### src/hdl/scr_pkg.sv
package scr_pkg;
   // Register byte offsets within the controller window.
   localparam logic [15:0] OFS_FEATURE_LO = 16'h0000;
   localparam logic [15:0] OFS_FEATURE_HI = 16'h0004;
   localparam logic [15:0] OFS_SPEC_REV = 16'h0008;
   localparam logic [15:0] OFS_IRQ_MASK_SET = 16'h000C;
   localparam logic [15:0] OFS_IRQ_MASK_CLEAR = 16'h0010;
   localparam logic [15:0] OFS_CTRL_CONFIG = 16'h0014;
   localparam logic [15:0] OFS_RESERVED_18 = 16'h0018;
   localparam logic [15:0] OFS_CTRL_STATE = 16'h001C;
   localparam logic [15:0] OFS_SUBSYS_RESET = 16'h0020;
   localparam logic [15:0] OFS_ADMIN_SIZES = 16'h0024;
   localparam logic [15:0] OFS_ADMIN_REQ_LO = 16'h0028;
   localparam logic [15:0] OFS_ADMIN_REQ_HI = 16'h002C;
   localparam logic [15:0] OFS_ADMIN_REPLY_LO = 16'h0030;
   localparam logic [15:0] OFS_ADMIN_REPLY_HI = 16'h0034;
   localparam logic [15:0] OFS_BUF_LOCATION = 16'h0038;
   localparam logic [15:0] OFS_BUF_SIZE = 16'h003C;
   localparam logic [15:0] OFS_BELL_BASE = 16'h1000;
   // Base doorbell spacing in bytes before the spacing exponent is applied.
   localparam logic [15:0] BELL_UNIT = 16'h0004;
   // Feature register field positions (full 64-bit register view).
   localparam int PS_MAX_LSB = 52;
   localparam int PS_MIN_LSB = 48;
   localparam int SPACING_LSB = 32;
   localparam int PS_SHIFT_BASE = 12;
   // Controller configuration layout: enable bit and page size field.
   localparam int CFG_EN_BIT = 0;
   localparam int CFG_PS_LSB = 7;
   // Writable masks; bits outside them are reserved and read zero.
   localparam logic [31:0] CFG_WMASK = 32'hFFFF_FFF1;
   localparam logic [31:0] SIZES_WMASK = 32'h0FFF_0FFF;
   localparam logic [31:0] RING_LO_WMASK = 32'hFFFF_F000;
   localparam logic [31:0] BELL_WMASK = 32'h0000_FFFF;
   localparam logic [31:0] ZERO32 = 32'h0000_0000;
   localparam logic [31:0] ONE32 = 32'h0000_0001;
endpackage

### src/hdl/scr_register_map.sv
`timescale 1ns/1ps
// Notes on behaviour
// Host maps window ordered, mixed-width memory space.
// Host never issues locked register accesses.
// Host uses native width or aligned words.
// One access never spans two registers.
// Reserved locations and bits read zero.
// Host must not rely on zero reserved.
// Feature register at 00h..07h, read-only.
// Subsystem reset at 20h; 18h reserved.
// Queue sizes 24h, request base 28h, reply 30h.
// Buffer location 38h, buffer size 3Ch.
// Admin request tail doorbell at 1000h.
// Doorbells spaced by four shifted by exponent.
// Vendor range follows last supported doorbell.
// Vendor start fixed by supported doorbell count.
// Upper page limit field bits 55:52, read-only.
// Host page size not above the upper limit.
// Lower page limit field bits 51:48, read-only.
// Host page size not below the lower limit.
// Writes to read-only space are silently dropped.
module scr_register_map
   import scr_pkg::*;
#(
   parameter int QUEUE_PAIRS = 4,
   parameter logic [3:0] SPACING_EXP = 4'h0,
   parameter logic [3:0] PS_MAX = 4'h4,
   parameter logic [3:0] PS_MIN = 4'h0,
   parameter logic [15:0] MAX_ENTRIES = 16'h03FF,
   // Arbitrary revision value, no meaning beyond identification.
   parameter logic [31:0] REVISION = 32'h0001_0000,
   parameter logic [31:0] BUF_LOCATION = 32'h0000_0000,
   parameter logic [31:0] BUF_SIZE = 32'h0000_0000
)(
   // Clock and reset.
   input wire logic sys_clk,
   input wire logic sys_rst,
   // Register access port, one aligned 32-bit word per access.
   input wire logic reg_wr,
   input wire logic reg_rd,
   input wire logic [15:0] reg_addr,
   input wire logic [31:0] reg_wdata,
   output logic [31:0] reg_rdata,
   output logic reg_rvalid,
   // Vendor-specific range hand-off.
   output logic vendor_sel,
   // Doorbell event output.
   output logic bell_strobe,
   output logic [7:0] bell_index,
   output logic [15:0] bell_value,
   // Controller side state.
   output logic ctrl_enable,
   output logic [31:0] irq_mask,
   output logic subsys_reset_pulse,
   input wire logic ctrl_ready,
   input wire logic ctrl_fatal
);

   // Number of doorbells the controller supports; two per queue pair.
   localparam int BELLS = 2 * QUEUE_PAIRS;

   // Byte offset of the doorbell with the given index.
   function automatic logic [15:0] bell_offset(input int idx);
      bell_offset = OFS_BELL_BASE + 16'(idx * (int'(BELL_UNIT) << SPACING_EXP));
   endfunction

   // Page size code lies within the advertised limits.
   function automatic logic ps_ok(input logic [3:0] code);
      ps_ok = (code >= PS_MIN) && (code <= PS_MAX);
   endfunction

   // Writable state.
   logic [31:0] cfg_q;
   logic [31:0] mask_q;
   logic [31:0] sizes_q;
   logic [63:0] req_base_q;
   logic [63:0] reply_base_q;
   logic [31:0] rdata_q;
   logic rvalid_q;
   logic strobe_q;
   logic [7:0] bindex_q;
   logic [15:0] bvalue_q;
   logic rst_pulse_q;
   logic ps_err_q;

   // Feature register content; spacing and page limits are fixed at build time.
   logic [63:0] feature;
   assign feature = (64'(PS_MAX) << PS_MAX_LSB)
                  | (64'(PS_MIN) << PS_MIN_LSB)
                  | (64'(SPACING_EXP) << SPACING_LSB)
                  | 64'(MAX_ENTRIES);

   // Doorbell decode: the hit index, and whether any doorbell is hit.
   logic bell_hit;
   logic [7:0] bell_hit_idx;
   always_comb begin
      bell_hit = 1'b0;
      bell_hit_idx = 8'h00;
      for (int i = 0; i < BELLS; i++) begin
         if (reg_addr == bell_offset(i)) begin
            bell_hit = 1'b1;
            bell_hit_idx = 8'(i);
         end
      end
   end

   // Vendor range begins right after the last supported doorbell.
   logic [15:0] vendor_start;
   assign vendor_start = bell_offset(BELLS);
   assign vendor_sel = (reg_rd || reg_wr) && (reg_addr >= vendor_start);

   // Page size code the host wrote, checked against the limits.
   logic [3:0] cfg_ps;
   assign cfg_ps = cfg_q[CFG_PS_LSB +: 4];

   // Status word: enabled-ready, fatal, enabled-fatal and page-size-violation flags.
   logic [31:0] state_word;
   assign state_word = {28'h0000000, ps_err_q, ctrl_fatal && ctrl_enable,
                        ctrl_fatal, ctrl_ready && ctrl_enable};

   // Read multiplexer; doorbells are write-only and read zero.
   logic [31:0] rd_mux;
   always_comb begin
      if (reg_addr == OFS_FEATURE_LO) begin
         rd_mux = feature[31:0];
      end else if (reg_addr == OFS_FEATURE_HI) begin
         rd_mux = feature[63:32];
      end else if (reg_addr == OFS_SPEC_REV) begin
         rd_mux = REVISION;
      end else if (reg_addr == OFS_IRQ_MASK_SET || reg_addr == OFS_IRQ_MASK_CLEAR) begin
         rd_mux = mask_q;
      end else if (reg_addr == OFS_CTRL_CONFIG) begin
         rd_mux = cfg_q;
      end else if (reg_addr == OFS_CTRL_STATE) begin
         rd_mux = state_word;
      end else if (reg_addr == OFS_SUBSYS_RESET) begin
         rd_mux = ZERO32;
      end else if (reg_addr == OFS_ADMIN_SIZES) begin
         rd_mux = sizes_q;
      end else if (reg_addr == OFS_ADMIN_REQ_LO) begin
         rd_mux = req_base_q[31:0];
      end else if (reg_addr == OFS_ADMIN_REQ_HI) begin
         rd_mux = req_base_q[63:32];
      end else if (reg_addr == OFS_ADMIN_REPLY_LO) begin
         rd_mux = reply_base_q[31:0];
      end else if (reg_addr == OFS_ADMIN_REPLY_HI) begin
         rd_mux = reply_base_q[63:32];
      end else if (reg_addr == OFS_BUF_LOCATION) begin
         rd_mux = BUF_LOCATION;
      end else if (reg_addr == OFS_BUF_SIZE) begin
         rd_mux = BUF_SIZE;
      end else begin
         // Reserved space, including 18h and 40h..FFFh, reads zero.
         rd_mux = ZERO32;
      end
   end

   // Write decode strobes; doorbell writes are decoded separately, anything else is dropped without effect.
   logic wr_cfg, wr_mset, wr_mclr, wr_sizes, wr_subsys;
   logic wr_req_lo, wr_req_hi, wr_rep_lo, wr_rep_hi;
   assign wr_cfg = reg_wr && reg_addr == OFS_CTRL_CONFIG;
   assign wr_mset = reg_wr && reg_addr == OFS_IRQ_MASK_SET;
   assign wr_mclr = reg_wr && reg_addr == OFS_IRQ_MASK_CLEAR;
   assign wr_sizes = reg_wr && reg_addr == OFS_ADMIN_SIZES;
   assign wr_subsys = reg_wr && reg_addr == OFS_SUBSYS_RESET;
   assign wr_req_lo = reg_wr && reg_addr == OFS_ADMIN_REQ_LO;
   assign wr_req_hi = reg_wr && reg_addr == OFS_ADMIN_REQ_HI;
   assign wr_rep_lo = reg_wr && reg_addr == OFS_ADMIN_REPLY_LO;
   assign wr_rep_hi = reg_wr && reg_addr == OFS_ADMIN_REPLY_HI;

   // Configuration and mask registers.
   always_ff @(posedge sys_clk) begin
      if (sys_rst) begin
         cfg_q <= ZERO32;
         mask_q <= ZERO32;
      end else begin
         // Reserved configuration bits never store.
         if (wr_cfg) begin
            cfg_q <= reg_wdata & CFG_WMASK;
         end
         // Set and clear of mask bits come through separate words.
         if (wr_mset) begin
            mask_q <= mask_q | reg_wdata;
         end else if (wr_mclr) begin
            mask_q <= mask_q & ~reg_wdata;
         end
      end
   end

   // Admin queue registers; low ring base bits are page aligned and read zero.
   always_ff @(posedge sys_clk) begin
      if (sys_rst) begin
         sizes_q <= ZERO32;
         req_base_q <= 64'h0;
         reply_base_q <= 64'h0;
      end else begin
         if (wr_sizes) sizes_q <= reg_wdata & SIZES_WMASK;
         if (wr_req_lo) req_base_q[31:0] <= reg_wdata & RING_LO_WMASK;
         if (wr_req_hi) req_base_q[63:32] <= reg_wdata;
         if (wr_rep_lo) reply_base_q[31:0] <= reg_wdata & RING_LO_WMASK;
         if (wr_rep_hi) reply_base_q[63:32] <= reg_wdata;
      end
   end

   // Subsystem reset: pulses for one cycle when the key word is written.
   // Arbitrary key value; any other word is ignored so a stray write cannot reset.
   localparam logic [31:0] RESET_KEY = 32'h0000_5AA5;
   always_ff @(posedge sys_clk) begin
      if (sys_rst) begin
         rst_pulse_q <= 1'b0;
      end else begin
         rst_pulse_q <= wr_subsys && (reg_wdata == RESET_KEY);
      end
   end

   // Page size check: flag a configuration outside the advertised limits.
   // The host is obliged to stay inside them; the flag helps catch a bad driver.
   always_ff @(posedge sys_clk) begin
      if (sys_rst) begin
         ps_err_q <= 1'b0;
      end else if (wr_cfg) begin
         ps_err_q <= !ps_ok(reg_wdata[CFG_PS_LSB +: 4]);
      end
   end

   // Doorbell event strobe; doorbells are write-only, so only the last write is kept.
   always_ff @(posedge sys_clk) begin
      if (sys_rst) begin
         strobe_q <= 1'b0;
         bindex_q <= 8'h00;
         bvalue_q <= 16'h0000;
      end else begin
         strobe_q <= reg_wr && bell_hit;
         if (reg_wr && bell_hit) begin
            bindex_q <= bell_hit_idx;
            bvalue_q <= reg_wdata[15:0] & BELL_WMASK[15:0];
         end
      end
   end

   // Read data register; a read answers one cycle later.
   always_ff @(posedge sys_clk) begin
      if (sys_rst) begin
         rdata_q <= ZERO32;
         rvalid_q <= 1'b0;
      end else begin
         rvalid_q <= reg_rd;
         if (reg_rd) rdata_q <= rd_mux;
      end
   end

   // Outputs.
   assign reg_rdata = rdata_q;
   assign reg_rvalid = rvalid_q;
   assign bell_strobe = strobe_q;
   assign bell_index = bindex_q;
   assign bell_value = bvalue_q;
   assign ctrl_enable = cfg_q[CFG_EN_BIT];
   assign irq_mask = mask_q;
   assign subsys_reset_pulse = rst_pulse_q;

   // Reads of reserved space return zero one cycle later.
   property p_reserved_zero;
      @(posedge sys_clk) disable iff (sys_rst)
      (reg_rd && reg_addr >= 16'h0040 && reg_addr < OFS_BELL_BASE) |=> (reg_rdata == ZERO32);
   endproperty
   a_reserved_zero: assert property (p_reserved_zero) else $error("reserved nonzero");

   // Offset 18h is reserved.
   property p_res18;
      @(posedge sys_clk) disable iff (sys_rst)
      (reg_rd && reg_addr == OFS_RESERVED_18) |=> (reg_rdata == ZERO32);
   endproperty
   a_res18: assert property (p_res18) else $error("offset 18h not zero");

   // Feature upper word shows both page limits.
   property p_ps_fields;
      @(posedge sys_clk) disable iff (sys_rst)
      (reg_rd && reg_addr == OFS_FEATURE_HI) |=>
         (reg_rdata[23:20] == PS_MAX && reg_rdata[19:16] == PS_MIN);
   endproperty
   a_ps_fields: assert property (p_ps_fields) else $error("page limits wrong");

   // Feature low word always reads its fixed content, whatever was written to it.
   property p_feature_ro;
      @(posedge sys_clk) disable iff (sys_rst)
      (reg_rd && reg_addr == OFS_FEATURE_LO) |=> (reg_rdata == {16'h0000, MAX_ENTRIES});
   endproperty
   a_feature_ro: assert property (p_feature_ro) else $error("feature changed");

   // Admin doorbell write produces strobe with index zero next cycle.
   property p_admin_bell;
      @(posedge sys_clk) disable iff (sys_rst)
      (reg_wr && reg_addr == OFS_BELL_BASE) |=> (bell_strobe && bell_index == 8'h00);
   endproperty
   a_admin_bell: assert property (p_admin_bell) else $error("admin bell missed");

   // Reply bell of pair zero sits one spacing above the base.
   property p_reply_bell;
      @(posedge sys_clk) disable iff (sys_rst)
      (reg_wr && reg_addr == OFS_BELL_BASE + (BELL_UNIT << SPACING_EXP)) |=>
         (bell_strobe && bell_index == 8'h01);
   endproperty
   a_reply_bell: assert property (p_reply_bell) else $error("reply bell missed");

   // Writes in reserved space leave configuration and no strobe.
   property p_ro_drop;
      @(posedge sys_clk) disable iff (sys_rst)
      (reg_wr && reg_addr >= 16'h0040 && reg_addr < OFS_BELL_BASE) |=>
         (!bell_strobe && $stable(cfg_q) && $stable(sizes_q));
   endproperty
   a_ro_drop: assert property (p_ro_drop) else $error("reserved write had effect");

   // Vendor selection starts exactly past the last doorbell.
   property p_vendor;
      @(posedge sys_clk) disable iff (sys_rst)
      ((reg_rd || reg_wr) && reg_addr == OFS_BELL_BASE + 16'(BELLS) * (BELL_UNIT << SPACING_EXP))
         |-> (vendor_sel && !bell_hit);
   endproperty
   a_vendor: assert property (p_vendor) else $error("vendor start wrong");

   // Buffer size register returns its fixed value.
   property p_buf_size;
      @(posedge sys_clk) disable iff (sys_rst)
      (reg_rd && reg_addr == OFS_BUF_SIZE) |=> (reg_rdata == BUF_SIZE);
   endproperty
   a_buf_size: assert property (p_buf_size) else $error("buffer size wrong");

   // A write into the gap above a doorbell rings nothing when the spacing is wide.
   property p_bell_gap;
      @(posedge sys_clk) disable iff (sys_rst)
      (reg_wr && SPACING_EXP != 4'h0 && reg_addr == OFS_BELL_BASE + BELL_UNIT)
         |=> !bell_strobe;
   endproperty
   a_bell_gap: assert property (p_bell_gap) else $error("gap write rang a bell");

   // The page size flag follows the stored code against both advertised limits.
   property p_ps_flag;
      @(posedge sys_clk) disable iff (sys_rst)
      (reg_wr && reg_addr == OFS_CTRL_CONFIG) |=>
         (ps_err_q == ((cfg_ps < PS_MIN) || (cfg_ps > PS_MAX)));
   endproperty
   a_ps_flag: assert property (p_ps_flag) else $error("page size flag wrong");

endmodule

### config.mk
export PLATFORM = sky130hd
export DESIGN_NAME = scr_register_map
export DESIGN_NICKNAME = d
export VERILOG_FILES = /design/src/hdl/scr_pkg.sv /design/src/hdl/scr_register_map.sv
export SDC_FILE = /design/constraint.sdc
export NUM_CORES = 1
export LEC_CHECK = 0
export BUFFER_PORTS_ARGS = -buffer_cell sky130_fd_sc_hd__buf_4
export CORE_MARGIN = 2
export CORE_UTILIZATION = 60
export DETAILED_ROUTE_END_ITERATION = 6
export HOLD_SLACK_MARGIN = 0.1
export PLACE_DENSITY = 0.83
export SETUP_SLACK_MARGIN = 0.2
export SLEW_MARGIN = 15
export SYNTH_ARGS = -nofsm -noshare
export SYNTH_HDL_FRONTEND = slang
export SYNTH_SLANG_ARGS = --single-unit
### constraint.sdc
create_clock -name sys_clk -period 4.3 [get_ports sys_clk]
set_input_delay 0.86 -clock sys_clk [delete_from_list [all_inputs] [get_ports sys_clk]]
set_output_delay 0.86 -clock sys_clk [all_outputs]
set_load 0.02 [all_outputs]
=== After elaboration in Yosys (flattened, before gate mapping) ===
Index checks and enable logic that the tools add are counted.

* Order comparisons: 3
* Equal/unequal tests: 21
* Muxes and demuxes: 29
* Bitwise gates (word level): 3
* Reduce and logical (&&, ||, !) cells: 20

{| class="wikitable"
|+ Operator list
! cell !! number
|-
| 32-bit 2-to-1 mux || 14
|-
| 16-bit by 13-bit equality test with 1-bit output, second input constant || 8
|-
| 16-bit by 6-bit equality test with 1-bit output, second input constant || 6
|-
| 16-bit by 5-bit equality test with 1-bit output, second input constant || 3
|-
| 32-bit AND || 1
|-
| 16-bit by 4-bit equality test with 1-bit output, second input constant || 2
|-
| 32-bit by 15-bit equality test with 1-bit output, second input constant || 1
|-
| 8-bit 2-to-1 mux || 4
|-
| 32-bit inverter || 1
|-
| 32-bit OR || 1
|-
| 16-bit by 3-bit equality test with 1-bit output, second input constant || 1
|-
| 16-bit by 13-bit >= comparator with 1-bit output, second input constant || 1
|-
| 16-bit logical NOT || 1
|-
| 1-bit logical AND || 15
|-
| 1-bit 2-to-1 mux || 9
|-
| 4-bit by 1-bit >= comparator with 1-bit output, second input constant || 1
|-
| 4-bit by 3-bit less-or-equal comparator with 1-bit output, second input constant || 1
|-
| 2-bit 2-to-1 mux || 2
|-
| 1-bit logical OR || 2
|-
| 2-bit nonzero test || 1
|-
| 1-bit logical NOT || 1
|}

* Register bits: 249
* Bits of input ports: 54
* Output and inout port bits: 93

=== Logic depth before layout (Yosys ltp) ===
* Word-level depth: 13
* Mapped depth: 9
* Depth with buffers taken out: 5

=== Worst setup path before layout ===
OpenSTA, ideal clock, no wires.

* Path type: input -> output
* Start: input reg_wr
* End: output vendor_sel
* Arrival: 2.047 ns
* Path slack: 1.393 ns
* Stages on the path: 5
* Path buffers: 3
* Path through: clkbuf_1 clkbuf_1 buf_1 nor2_1 nor2_1

* Cells in the longest elaborated chain, start to end: 2

{| class="wikitable"
|+ RTL lines
! what !! RTL line !! text
|-
| from (decl) || scr_register_map.sv:39 || <nowiki>input wire logic reg_wr,</nowiki>
|-
| 1-bit logical OR || scr_register_map.sv:110 || <nowiki>assign vendor_sel = (reg_rd || reg_wr) && (reg_addr >= vendor_start);</nowiki>
|-
| 1-bit logical AND || scr_register_map.sv:110 ||
|-
| to (decl) || scr_register_map.sv:46 || <nowiki>output logic vendor_sel,</nowiki>
|}

Every way passes these cells.

=== Final worst setup path ===
* Start: input reg_addr[2]
* End: register sizes_q[27]

* Cells in the longest elaborated chain, start to end: 2

{| class="wikitable"
|+ RTL lines
! what !! RTL line !! text
|-
| from (decl) || scr_register_map.sv:41 || <nowiki>input wire logic [15:0] reg_addr,</nowiki>
|-
| 16-bit by 6-bit equality test with 1-bit output || scr_register_map.sv:164 || <nowiki>assign wr_sizes = reg_wr && reg_addr == OFS_ADMIN_SIZES;</nowiki>
|-
| 1-bit logical AND || scr_register_map.sv:164 ||
|-
| to (signal assigned) || scr_register_map.sv:197 || <nowiki>if (wr_sizes) sizes_q <= reg_wdata & SIZES_WMASK;</nowiki>
|-
| to (decl) || scr_register_map.sv:75 || <nowiki>logic [31:0] sizes_q;</nowiki>
|}

Every way passes these cells.
A chain may end at the register's enable or synchronous reset.

==> impl_metrics.ini <==
[floorplanning]
io_pins = 147
dieArea_sq_um = 19200
start_util = 0.609
chipHeight_um = 139
dieWidth_um = 139
num_rows = 49
core-area_sq_um = 17800

[timing]
relSlewSlack = 0.251
rsz0062_at_grt = no
tns_ps = 0
finalSetupViolations = 0
slew_violations = 0
worst_slew_pin_slew_ps = 1120
max_freq_mhz = 324
period_share = 0.718
min_period_ps = 3090
clock_skew_ps = 11.3
hold_viol_final = 0

[final_layout]
layout_commonest_cell = nand2_1
fin_util = 0.713
fill_cells = 1435
final_area_sq_um = 12700
diodes = 0
drive_above_1_share = 0.163
instances_no_fill = 1708
area_delta_synth_final_pct = 17.1
final_cell_mix = nand2_1 (398), dfxtp_1 (244), a21oi_1 (205)
final_nets = 1514

[critical_path]
crit_type = in2reg
crit_fanout = 30
worst-path-buf-inv = 2
cp.required_ps = 4750
slowest_stage = or4b_1
max_stage_delay_ps = 710
startpoint_type = input port
critical_path.top_delay_family = simple AND/OR/NAND/NOR gates
cp.arrival_ps = 3540
end_kind = flop
crit_top_cell = buf_4
path_cells = buf_4 > or4b_1 > nor4_1 > and2_1 > buf_4 > nand2_1 > a21oi_1

[logic_synthesis]
async_flop_share = 0
syn_avg_cell_area_sq_um = 7.76
synth_seq_area_share = 0.449
synth.ff_latch_count = 244
ys_warn_count = 0
synth_cell_types = 61
ys.flop_type = dfxtp_1
synth_edf_count = 0
synthCells = 1400
syn-cell-area_sq_um = 10900

[clocking]
postCtsHoldBufs = 0
cts.sinks = 244
clockBufferDepth = 3
cts_resized = 0
cts_root_buf = clkbuf_16
cts_setup_buffers = 0
worstSkewPairLatency_ps = 530
cts_tree = built
htreeDepth = 1
cts_made_buffers = 26
clk_pin_slew_ps = 60

[routing]
ant_nets = 0
wl_per_cell_um = 21.9
drtIter0Drc = 1732
drt-total-wl_um = 37400
vias = 11200
first_pass_iters = 7
drc = 27
vias_per_cell = 6.56

[global_route]
use_met2 = 0.570
top_usage_layer = met2
grt_use_met1 = 0.521
grtUsageTotal = 0.375
grt_max_degree = 126
grt_pass1_wl_um = 57900
grt_pass1_vias = 10400
gr-total-overflow = 0
antenna_found_initial = 0
met3_usage = 0.0777

[power_and_ir_drop]
irDropWorstVdd_v = 0.000308
finalPower_mw = 4.79
p_leak_nw = 4.47
p_per_area_nw_per_um2 = 377

[status]
status = complete, but fails checks
violations = design-rule violations

[placement]
gp_congestion = 0.952
placed_cells = 1661
dpl.hpwl_um = 24000
io_buffers = 141
place_area_sq_um = 11800

[run]
max_cap_violations = 0

[hold_path]
hold_path_class = reg2reg
==> cell type report <==
| type | count | area (sq um) | share of cell area |
|---|---|---|---|
| clock buffers | 36 | 800 | 0.0628 |
| clock inverters | 11 | 83.8 | 0.00659 |
| inverters | 27 | 101 | 0.00796 |
| multi-input cells | 984 | 5240 | 0.412 |
| flip-flops and latches | 244 | 4880 | 0.384 |
| well taps | 229 | 287 | 0.0225 |
| repair buffers | 177 | 1330 | 0.105 |
==> worst paths after layout <==
check	from	end	slack [ps]	depth (start not counted)
max	reg_addr[2]	sizes_q[27]	1210	7
min	req_base_q[61]	req_base_q[61]	450	2
max reg2reg	cfg_q[0]	reg_rdata[0]	2790	4
min reg2reg	req_base_q[61]	req_base_q[61]	450	2
==> cell usage after synthesis (8+ instances only) <==
cell	number	area, sq um
a211oi_1	10	75.1
a21oi_1	205	1030
a221oi_1	14	123
a222oi_1	21	210
a22o_1	8	70.1
a22oi_1	33	248
a31oi_1	9	56.3
a32o_1	12	120
and2_1	8	50.1
and3_1	12	75.1
buf_2	39	195
buf_4	10	75.1
clkbuf_1	94	353
dfxtp_1	244	4880
inv_1	27	101
nand2_1	398	1490
nand2b_1	13	81.3
nand4_1	23	144
nor2_1	41	154
nor3_1	10	50.1
nor4_1	15	93.8
o21ai_0	31	155
o31ai_1	20	150
or3_1	13	81.3
==> stage by stage <==
stage | worst slack, ps | hold WS (ps)
2_1_floorplan | 1390 | 427
3_3_place_gp | 897 | 432
3_5_place_dp | 756 | 442
4_1_cts | 1270 | 450
5_1_grt | 1020 | 470
6_report | 1210 | 447
==> layer usage <==
layer / share of wire / vias to the layer above
li1: - / 5013
met1: 0.39 / 5244
met2: 0.45 / 823
met3: 0.12 / 121
met4: 0.038 / 0
met5: 0 / -
==> kinds of logic after synthesis <==
family,share of synthesized area
and+or+nand+nor,0.241
AOI/OAI and AO/OA,0.237
DFF,0.449
buffers and inverters,0.0715
xor gates and xnor gates,0.000806
other,0.000345
==> where the power goes <==
part | total [mW] | switching [mW] | internal [mW]
clock network | 2.28 | 0.923 | 1.35
registers | 2.27 | 0.00323 | 2.27
logic | 0.251 | 0.180 | 0.0707
total | 4.79 | 1.11 | 3.69
==> worst register-to-register path, cell delays in order (launching register included) <==
cell and delay, ps:
dfxtp_1 480, nand3_1 100, a2111oi_0 490, a2111oi_0 210
a21oi_1 170
(Power assumes the default switching activity.)
